===== config.mk =====
export PLATFORM = sky130hd
export DESIGN_NAME = sbt_timer
export DESIGN_NICKNAME = d
export VERILOG_FILES = /design/src/hw/sbt_pkg.sv /design/src/hw/sbt_tick_if.sv /design/src/hw/sbt_prescaler.sv /design/src/hw/sbt_timer.sv
export SDC_FILE = /design/constraint.sdc
export NUM_CORES = 1
export LEC_CHECK = 0
export BUFFER_PORTS_ARGS = -buffer_cell sky130_fd_sc_hd__clkbuf_2
export CORE_AREA = 2 2 69 71
export CTS_BUF_LIST = sky130_fd_sc_hd__clkbuf_4 sky130_fd_sc_hd__clkbuf_8 sky130_fd_sc_hd__clkbuf_16
export CTS_CLUSTER_DIAMETER = 60
export DETAILED_ROUTE_END_ITERATION = 10
export DIE_AREA = 0 0 71 73
export PLACE_DENSITY = 0.68
export SYNTH_ARGS = -nofsm -noshare
export SYNTH_HDL_FRONTEND = slang
export SYNTH_SLANG_ARGS = --single-unit
export TNS_END_PERCENT = 20

===== constraint.sdc =====
create_clock -name i_clk -period 2.1 [get_ports i_clk]
set_clock_uncertainty 0.05 [all_clocks]
set_input_delay 0.63 -clock i_clk [delete_from_list [all_inputs] [get_ports i_clk]]
set_output_delay 0.63 -clock i_clk [all_outputs]
set_load 0.05 [all_outputs]

===== src/hw/sbt_pkg.sv =====
// Package with register map, field layout and reset values of the interval timer
package sbt_pkg;
  localparam int unsigned ADDR_W         = 3;
  localparam int unsigned DATA_W         = 8;
  localparam int unsigned COUNT_W        = 16;
  localparam int unsigned PRE_W          = 3;

  // Register offsets
  localparam logic [2:0]  ADDR_CONTROL   = 3'h0;
  localparam logic [2:0]  ADDR_COUNT_LO  = 3'h1;
  localparam logic [2:0]  ADDR_COUNT_HI  = 3'h2;
  localparam logic [2:0]  ADDR_STATUS    = 3'h3;
  localparam logic [2:0]  ADDR_CLEAR     = 3'h4;
  localparam logic [2:0]  ADDR_ENABLE    = 3'h5;
  localparam logic [2:0]  ADDR_IRQ_CTRL  = 3'h6;

  // Control register fields
  localparam int unsigned CTL_RUN_BIT    = 0;
  localparam int unsigned CTL_CSEL_BIT   = 1;
  localparam int unsigned CTL_DIV_LSB    = 4;
  localparam int unsigned CTL_DIV_MSB    = 5;

  // Status, clear and enable fields
  localparam int unsigned STS_ROLL_BIT   = 0;
  // Interrupt control fields
  localparam int unsigned IRQ_PERI_BIT   = 6;
  localparam int unsigned IRQ_GLOB_BIT   = 7;

  // Reset values, count maximum and unmapped read value
  localparam logic [1:0]  RST_DIV        = 2'h0;
  localparam logic [15:0] RST_COUNT      = 16'h0000;
  localparam logic [15:0] COUNT_MAX      = 16'hFFFF;
  localparam logic [7:0]  RD_UNMAPPED    = 8'h00;

  // System clock to instruction clock ratio
  localparam int unsigned INSTR_DIV      = 4;
  localparam logic [1:0]  INSTR_LAST     = 2'(INSTR_DIV - 1);
endpackage : sbt_pkg


===== src/hw/sbt_tick_if.sv =====
// Interface between the timer core and its prescaler
interface sbt_tick_if;
  logic       src_tick;
  logic       clear;
  logic [1:0] ratio;
  logic       tick;

  modport core (output src_tick, output clear, output ratio, input tick);
  modport pre  (input src_tick, input clear, input ratio, output tick);
endinterface : sbt_tick_if


===== src/hw/sbt_prescaler.sv =====
// Prescaler dividing the selected count clock by 1, 2, 4 or 8
module sbt_prescaler (
  input  wire logic   i_clk,
  input  wire logic   i_sys_rst,
  sbt_tick_if.pre     pre_if
);
  import sbt_pkg::*;

  logic [PRE_W-1:0] pre_cnt_q;
  logic [PRE_W-1:0] mask;

  always_comb begin
    mask = PRE_W'((4'h1 << pre_if.ratio) - 4'h1);
  end

  assign pre_if.tick = pre_if.src_tick && ((pre_cnt_q & mask) == mask);

  // Hidden counter, cleared by count writes
  always_ff @(posedge i_clk) begin
    if (i_sys_rst || pre_if.clear) begin
      pre_cnt_q <= '0;
    end else if (pre_if.tick) begin
      pre_cnt_q <= '0;
    end else if (pre_if.src_tick) begin
      pre_cnt_q <= pre_cnt_q + PRE_W'(1);
    end
  end
endmodule : sbt_prescaler


===== src/hw/sbt_timer.sv =====
// Sixteen-bit interval timer with prescaler, rollover flag and interrupt
// Operation
// - 16-bit counter, byte writes replace live count
// - Run bit enables; clearing stops, clears gate
// - Clock select: system clock or divided by four
// - Two-bit field selects 1:1 to 1:8 prescale
// - Hidden prescaler, cleared on count byte write
// - Wrap FFFF to 0000 sets rollover flag
// - Interrupt needs run, rollover, peripheral, global enables
// - No counting in Sleep, no wake-up
// - Control bits 7:6, 3:2 read zero
// - System clock, 1:1: four counts per instruction
module sbt_timer (
  input  wire logic                        i_clk,
  input  wire logic                        i_sys_rst,
  input  wire logic [sbt_pkg::ADDR_W-1:0]  i_addr,
  input  wire logic [sbt_pkg::DATA_W-1:0]  i_wdata,
  input  wire logic                        i_wr,
  input  wire logic                        i_rd,
  input  wire logic                        i_sleep,
  output logic      [sbt_pkg::DATA_W-1:0]  o_rdata,
  output logic                             o_irq
);
  import sbt_pkg::*;

  logic               run_q;
  logic               csel_q;
  logic [1:0]         div_q;
  logic               gate_q;
  logic [1:0]         instr_cnt_q;
  logic               instr_en;
  logic [COUNT_W-1:0] count_q;
  logic               roll_flag_q;
  logic               roll_ie_q;
  logic               peri_ie_q;
  logic               glob_ie_q;
  logic               wr_lo;
  logic               wr_hi;
  logic               wr_any_cnt;
  logic               wrap;
  logic               clr_flag;
  logic               irq_d;
  logic [DATA_W-1:0]  rdata_d;

  sbt_tick_if tick_if ();

  sbt_prescaler u_pre (
    .i_clk     (i_clk),
    .i_sys_rst (i_sys_rst),
    .pre_if    (tick_if.pre)
  );

  // Write decode
  assign wr_lo      = i_wr && (i_addr == ADDR_COUNT_LO);
  assign wr_hi      = i_wr && (i_addr == ADDR_COUNT_HI);
  assign wr_any_cnt = wr_lo || wr_hi;
  assign clr_flag   = i_wr && (i_addr == ADDR_CLEAR) && i_wdata[STS_ROLL_BIT];

  // Control register
  always_ff @(posedge i_clk) begin
    if (i_sys_rst) begin
      run_q  <= 1'b0;
      csel_q <= 1'b0;
      div_q  <= RST_DIV;
    end else if (i_wr && i_addr == ADDR_CONTROL) begin
      run_q  <= i_wdata[CTL_RUN_BIT];
      csel_q <= i_wdata[CTL_CSEL_BIT];
      div_q  <= i_wdata[CTL_DIV_MSB:CTL_DIV_LSB];
    end
  end

  // Gate flip-flop follows the run bit
  always_ff @(posedge i_clk) begin
    if (i_sys_rst || !run_q) begin
      gate_q <= 1'b0;
    end else begin
      gate_q <= 1'b1;
    end
  end

  // Instruction clock enable, system clock divided by four
  always_ff @(posedge i_clk) begin
    if (i_sys_rst) begin
      instr_cnt_q <= '0;
    end else begin
      instr_cnt_q <= instr_cnt_q + 2'h1;
    end
  end
  assign instr_en = (instr_cnt_q == INSTR_LAST);

  // Prescaler source, halted when stopped or asleep
  assign tick_if.src_tick = gate_q && !i_sleep && (csel_q || instr_en);
  assign tick_if.clear    = wr_any_cnt;
  assign tick_if.ratio    = div_q;

  assign wrap = tick_if.tick && !wr_any_cnt && (count_q == COUNT_MAX);

  // Counter
  always_ff @(posedge i_clk) begin
    if (i_sys_rst) begin
      count_q <= RST_COUNT;
    end else if (wr_lo) begin
      count_q[7:0] <= i_wdata;
    end else if (wr_hi) begin
      count_q[15:8] <= i_wdata;
    end else if (tick_if.tick) begin
      count_q <= count_q + COUNT_W'(1);
    end
  end

  // Rollover flag, set wins over clear
  always_ff @(posedge i_clk) begin
    if (i_sys_rst) begin
      roll_flag_q <= 1'b0;
    end else if (wrap) begin
      roll_flag_q <= 1'b1;
    end else if (clr_flag) begin
      roll_flag_q <= 1'b0;
    end
  end

  // Interrupt enables
  always_ff @(posedge i_clk) begin
    if (i_sys_rst) begin
      roll_ie_q <= 1'b0;
      peri_ie_q <= 1'b0;
      glob_ie_q <= 1'b0;
    end else begin
      if (i_wr && i_addr == ADDR_ENABLE) begin
        roll_ie_q <= i_wdata[STS_ROLL_BIT];
      end
      if (i_wr && i_addr == ADDR_IRQ_CTRL) begin
        peri_ie_q <= i_wdata[IRQ_PERI_BIT];
        glob_ie_q <= i_wdata[IRQ_GLOB_BIT];
      end
    end
  end

  // Interrupt output
  assign irq_d = roll_flag_q && run_q && roll_ie_q && peri_ie_q && glob_ie_q;

  always_ff @(posedge i_clk) begin
    if (i_sys_rst) begin
      o_irq <= 1'b0;
    end else begin
      o_irq <= irq_d;
    end
  end

  // Read mux
  always_comb begin
    rdata_d = RD_UNMAPPED;
    unique case (i_addr)
      ADDR_CONTROL: begin
        rdata_d[CTL_RUN_BIT]             = run_q;
        rdata_d[CTL_CSEL_BIT]            = csel_q;
        rdata_d[CTL_DIV_MSB:CTL_DIV_LSB] = div_q;
      end
      ADDR_COUNT_LO: begin
        rdata_d = count_q[7:0];
      end
      ADDR_COUNT_HI: begin
        rdata_d = count_q[15:8];
      end
      ADDR_STATUS: begin
        rdata_d[STS_ROLL_BIT] = roll_flag_q;
      end
      ADDR_ENABLE: begin
        rdata_d[STS_ROLL_BIT] = roll_ie_q;
      end
      ADDR_IRQ_CTRL: begin
        rdata_d[IRQ_PERI_BIT] = peri_ie_q;
        rdata_d[IRQ_GLOB_BIT] = glob_ie_q;
      end
      default: begin
        rdata_d = RD_UNMAPPED;
      end
    endcase
  end

  always_ff @(posedge i_clk) begin
    if (i_sys_rst) begin
      o_rdata <= RD_UNMAPPED;
    end else if (i_rd) begin
      o_rdata <= rdata_d;
    end else begin
      o_rdata <= RD_UNMAPPED;
    end
  end
endmodule : sbt_timer


# Word-level counts from Yosys, hierarchy flattened
# Cells that the tools add are included.
[totals]
reg_bits = 39
input_bits = 16
output_inout_bits = 9
wordCells = 75
[op_classes]
add_sub_neg = 4
eq_ne = 10
shifts = 1
n_mux = 12
bitwise = 3
n_reduce_logical = 31
[ops]
columns = ["cell", "n"]
rows = [
  ["$mux 8", 3],
  ["$add 16x1->16 const B", 1],
  ["$eq 16x16->1 const B", 1],
  ["$logic_and 1x1->1", 16],
  ["$mux 16", 1],
  ["$pmux 2 s3", 2],
  ["$eq 3x3->1 const B", 3],
  ["$eq 3x2->1 const B", 2],
  ["$reduce_bool 2->1", 3],
  ["$pmux 1 s5", 1],
  ["$logic_or 1x1->1", 4],
  ["$pmux 2 s2", 1],
  ["$reduce_and 2->1", 2],
  ["$reduce_or 2->1", 2],
  ["$add 3x1->3 const B", 1],
  ["$and 3x3->3", 1],
  ["$eq 3x1->1 const B", 1],
  ["$eq 3x3->1", 1],
  ["$logic_not 1->1", 3],
  ["$logic_not 3->1", 1],
  ["$mux 1", 3],
  ["$pmux 1 s3", 1],
  ["$shl 1x2->3 const A", 1],
  ["$sub 3x1->3 const B", 1],
  ["4 further kinds", 5],
]

# Longest topological paths before layout
# Gate-level depths: netlist of the first run.
[logic_depth]
word_depth = 8
mapped_depth = 8

# By module
# A second synthesis of the first run with hierarchy kept.
[unflattened]
cells_unflattened = 254
area_unflattened_um2 = 2148.3
[by_module_without_submodules]
columns = ["module", "instances", "cells_each", "area_per_inst_um2"]
rows = [
  ["sbt_timer", 1, 237, 1954.4],
  ["sbt_prescaler", 1, 17, 193.9],
]

# Worst setup path before layout of the first run
# No wires, ideal clock.
[synth_timing]
path_type = "in2reg"
startpoint = "input i_addr[0] (netlist bit)"
endpoint = "register count_q[14]"
t_arrival_ps = 1717
t_required_ps = 1928
path_slack_ps = 211
path_stages = 7
path_buffers = 2
cell_sequence = "buf_4 -> nor2b_2 -> nand2_2 -> a31o_1 -> buf_2 -> nor2_2 -> a221o_1"
[synth_via]
elab_chain_cells = 4
[synth_lines]
columns = ["item", "line_no", "text"]
rows = [
  ["start: declaration", "sbt_timer.sv:16", "input wire logic [sbt_pkg::ADDR_W-1:0] i_addr,"],
  ["$eq 3x2->1 or $eq 3x1->1 (tied branches)", "sbt_timer.sv:55, sbt_timer.sv:54", ""],
  ["$logic_and 1x1->1, on equally long branches", "sbt_timer.sv:55, sbt_timer.sv:54", ""],
  ["$reduce_bool 2->1 (no line) or $not 1->1 (tied branches)", "n/a", ""],
  ["$reduce_and 2->1 (no line)", "n/a", ""],
  ["end signal: assignment", "sbt_timer.sv:105", "count_q[15:8] <= i_wdata;"],
  ["end signal: assignment", "sbt_timer.sv:107", "count_q <= count_q + COUNT_W'(1);"],
  ["end: declaration", "sbt_timer.sv:32", "logic [COUNT_W-1:0] count_q;"],
]
# Parallel ways exist; a longest one is shown, timed or not.
# A chain may end at the register's enable or synchronous reset.

# Worst setup path in the final report of the first run
[layout_timing]
startpoint = "register u_pre.pre_cnt_q[2]"
endpoint = "register count_q[10]"
[layout_via]
elab_chain_cells = 5
[layout_lines]
columns = ["item", "line_no", "text"]
rows = [
  ["start: declaration", "sbt_prescaler.sv:9", "logic [PRE_W-1:0] pre_cnt_q;"],
  ["start signal: assignment", "sbt_prescaler.sv:25", "pre_cnt_q <= pre_cnt_q + PRE_W'(1);"],
  ["$and 3x3->3", "sbt_prescaler.sv:16", "assign pre_if.tick = pre_if.src_tick && ((pre_cnt_q & mask) == mask);"],
  ["$eq 3x3->1", "sbt_prescaler.sv:16", ""],
  ["$logic_and 1x1->1", "sbt_prescaler.sv:16", ""],
  ["$reduce_bool 2->1 (no line)", "n/a", ""],
  ["$reduce_and 2->1 (no line)", "n/a", ""],
]
# Every way passes these cells.

==> summary.txt, run 1 <==
status = finished clean
top-area cell type share of the netlist area = 36.7%
EDFF count, synth = 0
most frequent cell after synthesis = dfxtp_1
Avg Inst Size Synth = 8.53 µm²
Mapped Nets = 268
hold_ws = 0.375 ns
Synth Cell Area = 0.00212 mm²
dpl hpwl = 3920 µm
arrival time worst endpoint = 1.95 ns
H-tree levels = 2
Cell Pwr Density = 653 mW/mm²
worst hold path class = flop to flop
CTS buffer count = 5
Seq/Total Area, Yosys = 36.7%
largest net degree at the start of global routing = 25
CTS resizes = 0
most used flip-flop cell after synthesis = dfxtp_1
RePlAce Congestion = 0.885
critical path startpoint category = flop
antenna violations before repair = 0
Synth Area in Compound Gates = 20.0%
first-pass GRT wire length = 8540 µm
Yosys warning count = 0
Synth Register Bits = 39
power share of the combinational group = 8.2%
Setup crit end kind = flop
1st-iter DRT viols = 128
clk slew on worst S/H paths = 0.07 ns
DR vias/cell = 5.77
fin crit share = 85.3%
final core occ = 55.3%
CP Class = flop to flop
IO buf count = 24
Commonest cells post-synth = dfxtp_1, nor2_1, a21oi_1, nand2_1, o21ai_0
Design Power = 1.64 mW
Hold-fix buffers, CTS = 0
Clock Sinks = 39
XOR/XNOR share of the synthesized area = 0%
final setup TNS = 0 ns
Worst Tran Pin Value = 0.494 ns
Initial Util = 46.8%
worst-path fanout max = 11
area leader, netlist = dfxtp_1
worst skew pair latency = 0.29 ns
Final ANT Viol Nets = 0
final slew viol count = 0
core area = 0.00454 mm²
area growth from synthesis to layout = 18.0%
endpoints failing setup = 0
Sw Share = 20.9%
unrepaired setup endpoints after global routing = false
cell-internal power = 1.30 mW
maximum vdd drop = 441 µV
Global Route Usage Sum = 21.1%
Fill cells = 446
Distinct cells, synth = 53
Chip Height = 73 µm
final wirelength = 5160 µm
Synth area leaders = dfxtp_1, mux2i_1, a21oi_1, nor2_1, nand2_1
share of layout cells above drive strength 1 = 23.0%
DRC violations left = 0
Syn Inst Count = 249
overflow left after global routing = 0
clk buf depth = 2
largest family of logic cells by synthesized area = simple AND/OR/NAND/NOR gates
Std-Cell Rows = 25
routed len/inst = 15.3 µm
Post-layout nets = 301
post-synthesis adder-cell area fraction = 1.77%
FFs w/ async S/R, synth = 0%
Critical Path RT = 2.26 ns
TritonRoute pass-1 iters = 4
Ports = 25
CTS tree = yes
Hold Fails Final Rpt = 0
simple logic cell fraction of the synthesized area = 30.0%
multiplexer share of the synthesized area = 6.71%
postcts setup bufs = 0
number of global-route vias before repair = 1,733
Pleak = 0.924 nW
Inserted Diodes = 0
f_max = 558 MHz
min cycle time layout = 1.79 ns
sequential share of power = 46.2%
clock root cell = clkbuf_8
Max-cap violations = 0
Psw = 0.342 mW
Rel. slew slack = 67.1%
Die ar. = 0.00518 mm²
clock share of power = 45.6%
Die W = 71 µm
via count = 1,943
==> kinds of logic after synthesis <==
family / Yosys count
AND/OR/NAND/NOR: 111
AO/OA/AOI/OAI: 67
flip-flops: 39
buffers and inverters: 16
multiplexers: 13
adder cells (fa/ha/maj): 3
==> worst max-delay path, stage by stage (launching register included) <==
cell and delay (ns):
dfxtp_1 0.35, and2b_1 0.20, o221ai_2 0.41, a31o_1 0.27, buf_4 0.17, a21oi_1 0.07, a211oi_1 0.20
==> metal layers <==
metal	vias to the layer above	GRT usage, %	wire [µm]
li1	986	-	-
met1	903	27.6	2390
met2	43	34.4	2460
met3	11	4.28	206
met4	0	7.97	91
met5	-	0	0
==> per-stage QoR <==
step           instances  setup WS (ns)  area (µm²)
6_report             337          0.309        2510
2_1_floorplan        249          0.211        2120
3_3_place_gp         329         0.0915        2370
5_1_grt              337          0.167        2510
4_1_cts              337          0.304        2510
3_5_place_dp         329         0.0636        2370
==> state kept, by name (all words and copies together), names as in the netlist <==
name	flops
count_q	16
o_rdata	8
u_pre.pre_cnt_q	3
div_q	2
instr_cnt_q	2
csel_q	1
gate_q	1
glob_ie_q	1
o_irq	1
peri_ie_q	1
roll_flag_q	1
roll_ie_q	1
run_q	1
==> worst paths after layout <==
kind | from | endpoint | slack, ns | cells past startpoint
max reg2reg | u_pre.pre_cnt_q[2] | count_q[10] | 0.31 | 6
min reg2reg | instr_cnt_q[0] | instr_cnt_q[0] | 0.37 | 1
max | u_pre.pre_cnt_q[2] | count_q[10] | 0.31 | 6
min | instr_cnt_q[0] | instr_cnt_q[0] | 0.37 | 1
==> final cells by class <==
| class | instances | area (µm²) | share of cell area (%) |
|---|---|---|---|
| repair buffers | 42 | 280 | 11.2 |
| well taps | 54 | 67.6 | 2.70 |
| flip-flops and latches | 39 | 781 | 31.2 |
| multi-input cells | 194 | 1240 | 49.5 |
| clock inverters | 2 | 60.1 | 2.40 |
| clock buffers | 6 | 76.3 | 3.05 |
==> layout by cell type, fill, tap and decap left out, types with 3 or more instances in the layout <==
cell type  instances
nand2_1           23
o211ai_1           3
buf_4             16
nor2b_1            4
or3_1              3
a31oi_1            6
clkbuf_2          24
nor2_1            30
a22oi_1            3
o31ai_1            3
nand4_1            8
mux2i_1           12
a21oi_1           23
clkbuf_8           5
o21ai_0           14
nand3_1            5
a31o_2             3
and2_1             5
dfxtp_1           39
nor3_1             3
ha_1               3
nor3b_1            5
==> power groups by stage <==
stage	clock (mW)	sequential (mW)	combinational, mW
global placement	0	0.774	0.133
detailed placement	0	0.774	0.134
floorplan	0	0.772	0.0822
CTS	0.762	0.757	0.135
finish	0.746	0.757	0.134
global route	0.786	0.758	0.149
Note: power is estimated with default switching activity, not from simulation.
==> run 2, diff against run 1 <==
- CTS_BUF_LIST: sky130_fd_sc_hd__clkbuf_4 sky130_fd_sc_hd__clkbuf_8 sky130_fd_sc_hd__clkbuf_16 -> sky130_fd_sc_hd__clkbuf_2
- RECOVER_POWER: unset -> 25
==> summary.txt, run 2 (synthesized netlist as in run 1, its figures left out) <==
area growth from synthesis to layout = 15.1%
Die W = 71 µm (unchanged)
Worst Hold End = instr_cnt_q[0]
number of global-route vias before repair = 1,744 (+0.63%)
clock root cell = clkbuf_2
overflow left after global routing = 0 (unchanged)
Initial Util = 46.8% (unchanged)
Placed Cells = 329 (unchanged)
met2 wire len = 2480 µm (+0.81%)
Rel. slew slack = 65.1% (-2.0 points)
R2R depth = 6 (unchanged)
CP Class = flop to flop
dpl hpwl = 3920 µm (unchanged)
Crit-path slowest cell = dfxtp_1
routed len/inst = 15.3 µm (-0.12%)
commonest non-fill, non-tap cell in the layout = dfxtp_1
DRC violations left = 0 (unchanged)
postcts setup bufs = 0 (unchanged)
Ports = 25 (unchanged)
Cell Pwr Density = 598 mW/mm² (-8.4%)
CTS resizes = 0 (unchanged)
1st-iter DRT viols = 124 (-3.1%)
r2r setup slk = 0.29 ns (-0.02 ns)
M1 WL = 2360 µm (-1.4%)
RePlAce Congestion = 0.885 (unchanged)
DR vias/cell = 5.82 (+0.87%)
biggest regs = count_q x16, o_rdata x8, u_pre.pre_cnt_q x3
status = finished clean
fin crit share = 86.2% (+0.92 points)
TritonRoute pass-1 iters = 4 (unchanged)
min cycle time layout = 1.81 ns (+0.0193 ns)
Die ar. = 0.00518 mm² (unchanged)
critical path startpoint category = flop
Final ANT Viol Nets = 0 (unchanged)
HP Start = instr_cnt_q[0]
arrival time worst endpoint = 2.05 ns (+0.10 ns)
share of layout cells above drive strength 1 = 21.6% (-1.4 points)
Chip Height = 73 µm (unchanged)
final slew viol count = 0 (unchanged)
hold_ws = 0.387 ns (+0.0124 ns)
IO buf count = 24 (unchanged)
final design area excluding fillers = 0.00244 mm² (-2.4%)
worst hold path cell count = 1 (unchanged)
final wirelength = 5150 µm (-0.12%)
fin worst setup slack = 0.290 ns (-0.0193 ns)
Max-cap violations = 0 (unchanged)
Std-Cell Rows = 25 (unchanged)
unrepaired setup endpoints after global routing = false
area of placed instances = 0.00237 mm² (unchanged)
post-route insts no fill = 337 (unchanged)
RR Endpoint = count_q[14]
Setup Slack @ Placement = 0.0636 ns (unchanged)
f_max = 553 MHz (-1.1%)
Hold-fix buffers, CTS = 0 (unchanged)
via count = 1,960 (+0.87%)
top layer reached by signal wires = met4
max incr delay on CP = 0.49 ns (+0.08 ns)
endpoints failing setup = 0 (unchanged)
CTS tree = yes
Critical Path RT = 2.34 ns (+0.08 ns)
antenna violations before repair = 0 (unchanged)
H-tree levels = 2 (unchanged)
maximum vdd drop = 243 µV (-45%)
Inserted Diodes = 0 (unchanged)
worst-path fanout max = 6 (-5)
routed wl met3 = 215 µm (+4.4%)
largest net degree at the start of global routing = 25 (unchanged)
Worst Tran Pin Value = 0.524 ns (+0.0301 ns)
core area = 0.00454 mm² (unchanged)
worst skew pair latency = 0.40 ns (+0.11 ns)
clk slew on worst S/H paths = 0.19 ns (+0.12 ns)
Global Route Usage Sum = 20.8% (-0.20 points)
first-pass GRT wire length = 8480 µm (-0.64%)
Clock Sinks = 39 (unchanged)
Hold Fails Final Rpt = 0 (unchanged)
Post-layout nets = 301 (unchanged)
Pleak = 0.893 nW (-3.3%)
final setup TNS = 0 ns (unchanged)
R2R Path Start = count_q[0]
Setup crit end kind = flop
max reg flops = 16 (unchanged)
worst hold path class = flop to flop
CP cell instances = ha_1, nand3_2, nor2_2, nand3_1, and4b_1, a221o_1
CTS buffer count = 5 (unchanged)
clk buf depth = 2 (unchanged)
most frequent cells in the layout = dfxtp_1, nor2_1, clkbuf_2
Largest Register = count_q
## run 2: worst max-delay path by stage
stage / slack (ns) / start / end / cells past startpoint
after floorplan: 0.21 / i_addr[0] / count_q[14] / 7
after global placement: 0.09 / i_addr[2] / count_q[14] / 6
after detailed placement: 0.06 / i_addr[2] / count_q[14] / 6
after CTS: 0.27 / u_pre.pre_cnt_q[2] / count_q[10] / 6
after global routing: 0.13 / u_pre.pre_cnt_q[2] / count_q[7] / 5
final: 0.29 / count_q[0] / count_q[14] / 6
## run 2: cell type report
| type | count | area [µm²] |
|---|---|---|
| clock buffers | 6 | 30.0 |
| clock inverters | 2 | 60.1 |
| fillers | 460 | 2090 |
| multi-input cells | 194 | 1240 |
| flip-flops and latches | 39 | 781 |
| well taps | 54 | 67.6 |
| repair buffers | 42 | 265 |
## run 2: routing by layer
layer	vias up	global-route usage [%]
li1	986	-
met1	922	27.2
met2	42	34.6
met3	10	4.01
met4	0	7.34
met5	-	0
## run 2: power breakdown
part	switching, mW	internal [mW]
clock	0.247	0.326
combinational	0.0751	0.0563
sequential	0.00849	0.750
## run 2: critical path, delay by kind of cell, from the launching register on
| family | cells | cell delay, ns |
|---|---|---|
| adder cells (fa/ha/maj) | 1 | 0.24 |
| flip-flops | 1 | 0.49 |
| AND/OR/NAND/NOR | 4 | 0.66 |
| AO/OA/AOI/OAI | 1 | 0.26 |
## run 2: through the flow
step	util, %	total power [mW]
after global placement	52.2	0.906
after CTS	54.2	1.48
after detailed placement	52.2	0.908
after global routing	53.9	1.52
final	53.9	1.46
after floorplan	-	0.854
==> run 3, diff against run 2 <==
- CORE_AREA: 2 2 69 71 -> 2 2 96 52
- DIE_AREA: 0 0 71 73 -> 0 0 98 54
==> summary.txt, run 3 (synthesized netlist as in run 1, its figures left out) <==
R2R depth = 6 (unchanged)
number of global-route vias before repair = 1,791 (+2.7%)
f_max = 532 MHz (-3.7%)
clk slew on worst S/H paths = 0.20 ns (about the same)
power share of the combinational group = 10.1% (+1.1 points)
fin crit share = 89.5% (+3.3 points)
final core occ = 53.3% (-0.62 points)
Rel. slew slack = 26.3% (-39 points)
Post-layout nets = 305 (+1.3%)
Max-cap violations = 0 (unchanged)
worst skew pair latency = 0.40 ns (about the same)
post-route insts no fill = 347 (+3.0%)
Die W = 98 µm (+38%)
cell-internal power = 1.00 mW (-11%)
postcts setup bufs = 0 (unchanged)
overflow left after global routing = 0 (unchanged)
CTS buffer count = 5 (unchanged)
unrepaired setup endpoints after global routing = false
CTS resizes = 0 (unchanged)
final wirelength = 5690 µm (+10%)
sequential share of power = 56.3% (+4.4 points)
Pleak = 0.899 nW (+0.65%)
R2R Path Start = div_q[0]
Worst Tran Pin Value = 1.11 ns (+0.582 ns)
Worst Hold End = instr_cnt_q[0]
arrival time worst endpoint = 2.15 ns (+0.10 ns)
r2r setup slk = 0.22 ns (-0.07 ns)
core area = 0.00457 mm² (+0.80%)
dpl hpwl = 4230 µm (+8.1%)
fin worst setup slack = 0.221 ns (-0.0693 ns)
hold_ws = 0.388 ns (+0.000779 ns)
RR Endpoint = count_q[9]
Final ANT Viol Nets = 0 (unchanged)
Sw Share = 25.5% (+3.0 points)
CP cell instances = and2b_1, o221ai_2, a31o_1, buf_4, a21oi_1, a211oi_1
Global Route Usage Sum = 23.1% (+2.2 points)
endpoints failing setup = 0 (unchanged)
largest net degree at the start of global routing = 23 (-8.0%)
Std-Cell Rows = 18 (-28%)
area growth from synthesis to layout = 14.7%
clk buf depth = 2 (unchanged)
via count = 2,041 (+4.1%)
Chip Height = 54 µm (-26%)
Largest Register = count_q
Hold-fix buffers, CTS = 0 (unchanged)
Hold Fails Final Rpt = 0 (unchanged)
worst-path fanout max = 11 (+5)
Fill cells = 452 (-1.7%)
H-tree levels = 2 (unchanged)
worst hold path class = flop to flop
Cell Pwr Density = 553 mW/mm² (-7.6%)
Inserted Diodes = 0 (unchanged)
Die ar. = 0.00529 mm² (+2.1%)
Initial Util = 46.5% (-0.37 points)
Placed Cells = 339 (+3.0%)
Clock Sinks = 39 (unchanged)
final slew viol count = 0 (unchanged)
min cycle time layout = 1.88 ns (+0.0693 ns)
CP Class = flop to flop
antenna violations before repair = 0 (unchanged)
most frequent cells in the layout = dfxtp_1, nor2_1, clkbuf_2
clock root cell = clkbuf_2
DR vias/cell = 5.88 (+1.1%)
Register Area = 781 µm² (unchanged)
Psw = 0.344 mW (+4.2%)
critical path startpoint category = flop
maximum vdd drop = 313 µV (+29%)
RePlAce Congestion = 0.842 (-4.9%)
DRC violations left = 0 (unchanged)
status = finished clean
biggest regs = count_q x16, o_rdata x8, u_pre.pre_cnt_q x3
Critical path buffers and inverters = 1 (+1)
Setup crit end kind = flop
TritonRoute pass-1 iters = 5 (+1)
first-pass GRT wire length = 9320 µm (+9.9%)
Ports = 25 (unchanged)
max reg flops = 16 (unchanged)
share of layout cells above drive strength 1 = 22.3% (+0.74 points)
delay-heaviest family, CP = compound AO/OA/AOI/OAI gates
area of the multi-input gates = 0.00124 mm² (unchanged)
max incr delay on CP = 0.43 ns (-0.06 ns)
1st-iter DRT viols = 202 (+63%)
Setup Slack @ Placement = 0.0761 ns (+0.0125 ns)
Critical Path RT = 2.37 ns (+0.03 ns)
IO buf count = 24 (unchanged)
Crit-path slowest cell = o221ai_2
HP Start = instr_cnt_q[0]
CTS tree = yes
routed len/inst = 16.4 µm (+7.3%)
worst hold path cell count = 1 (unchanged)
commonest non-fill, non-tap cell in the layout = dfxtp_1
final setup TNS = 0 ns (unchanged)
clock share of power = 33.7% (-5.4 points)
[run 3: cell types whose count changed in the layout (fill, tap and decap cells not counted)]
| cell | change |
|---|---|
| and2_0 | -1 |
| and2_1 | +1 |
| buf_12 | -2 |
| buf_4 | +8 |
| bufinv_16 | -1 |
| clkbuf_2 | -3 |
| clkinv_1 | +1 |
| clkinv_2 | +1 |
[run 3: per-layer routing]
| layer | vias to the layer above | GRT usage (%) | wire, µm | part of all wire, % |
|---|---|---|---|---|
| met4 | 0 | 4.86 | 31 | 0.54 |
| met3 | 7 | 6.36 | 549 | 9.7 |
| li1 | 994 | - | - | - |
| met2 | 104 | 32.0 | 2230 | 39 |
| met1 | 936 | 35.1 | 2880 | 51 |
| met5 | - | 0 | 0 | 0 |
[run 3: cell type report]
| class | count | share of cell area (%) |
|---|---|---|
| clock buffers | 5 | 1.03 |
| clock inverters | 3 | 1.59 |
| multi-input cells | 194 | 51.0 |
| flip-flops and latches | 39 | 32.0 |
| well taps | 60 | 3.08 |
| repair buffers | 46 | 11.3 |
[run 3: stage by stage]
step | cell area (µm²) | total power [mW]
after detailed placement | 2380 | 0.908
after global routing | 2440 | 1.40
after floorplan | 2120 | 0.854
after CTS | 2450 | 1.35
after global placement | 2380 | 0.907
final | 2440 | 1.35
[run 3: power by group through the flow]
stage | sequential, mW | clock (mW) | combinational, mW
final | 0.758 | 0.454 | 0.136
after global routing | 0.760 | 0.495 | 0.148
after CTS | 0.758 | 0.460 | 0.136
after detailed placement | 0.773 | 0 | 0.135
after global placement | 0.772 | 0 | 0.135
after floorplan | 0.772 | 0 | 0.0822
[run 3: worst max-delay path by stage]
stage                                   from           to  slack (ns)  depth (start not counted)
final                               div_q[0]   count_q[9]        0.22                          6
after detailed placement             i_sleep   count_q[9]        0.08                          6
after global routing      u_pre.pre_cnt_q[2]   count_q[9]        0.03                          6
after global placement                  i_wr   count_q[1]        0.10                          6
after floorplan                    i_addr[0]  count_q[14]        0.21                          7
after CTS                           div_q[0]   count_q[9]        0.23                          6
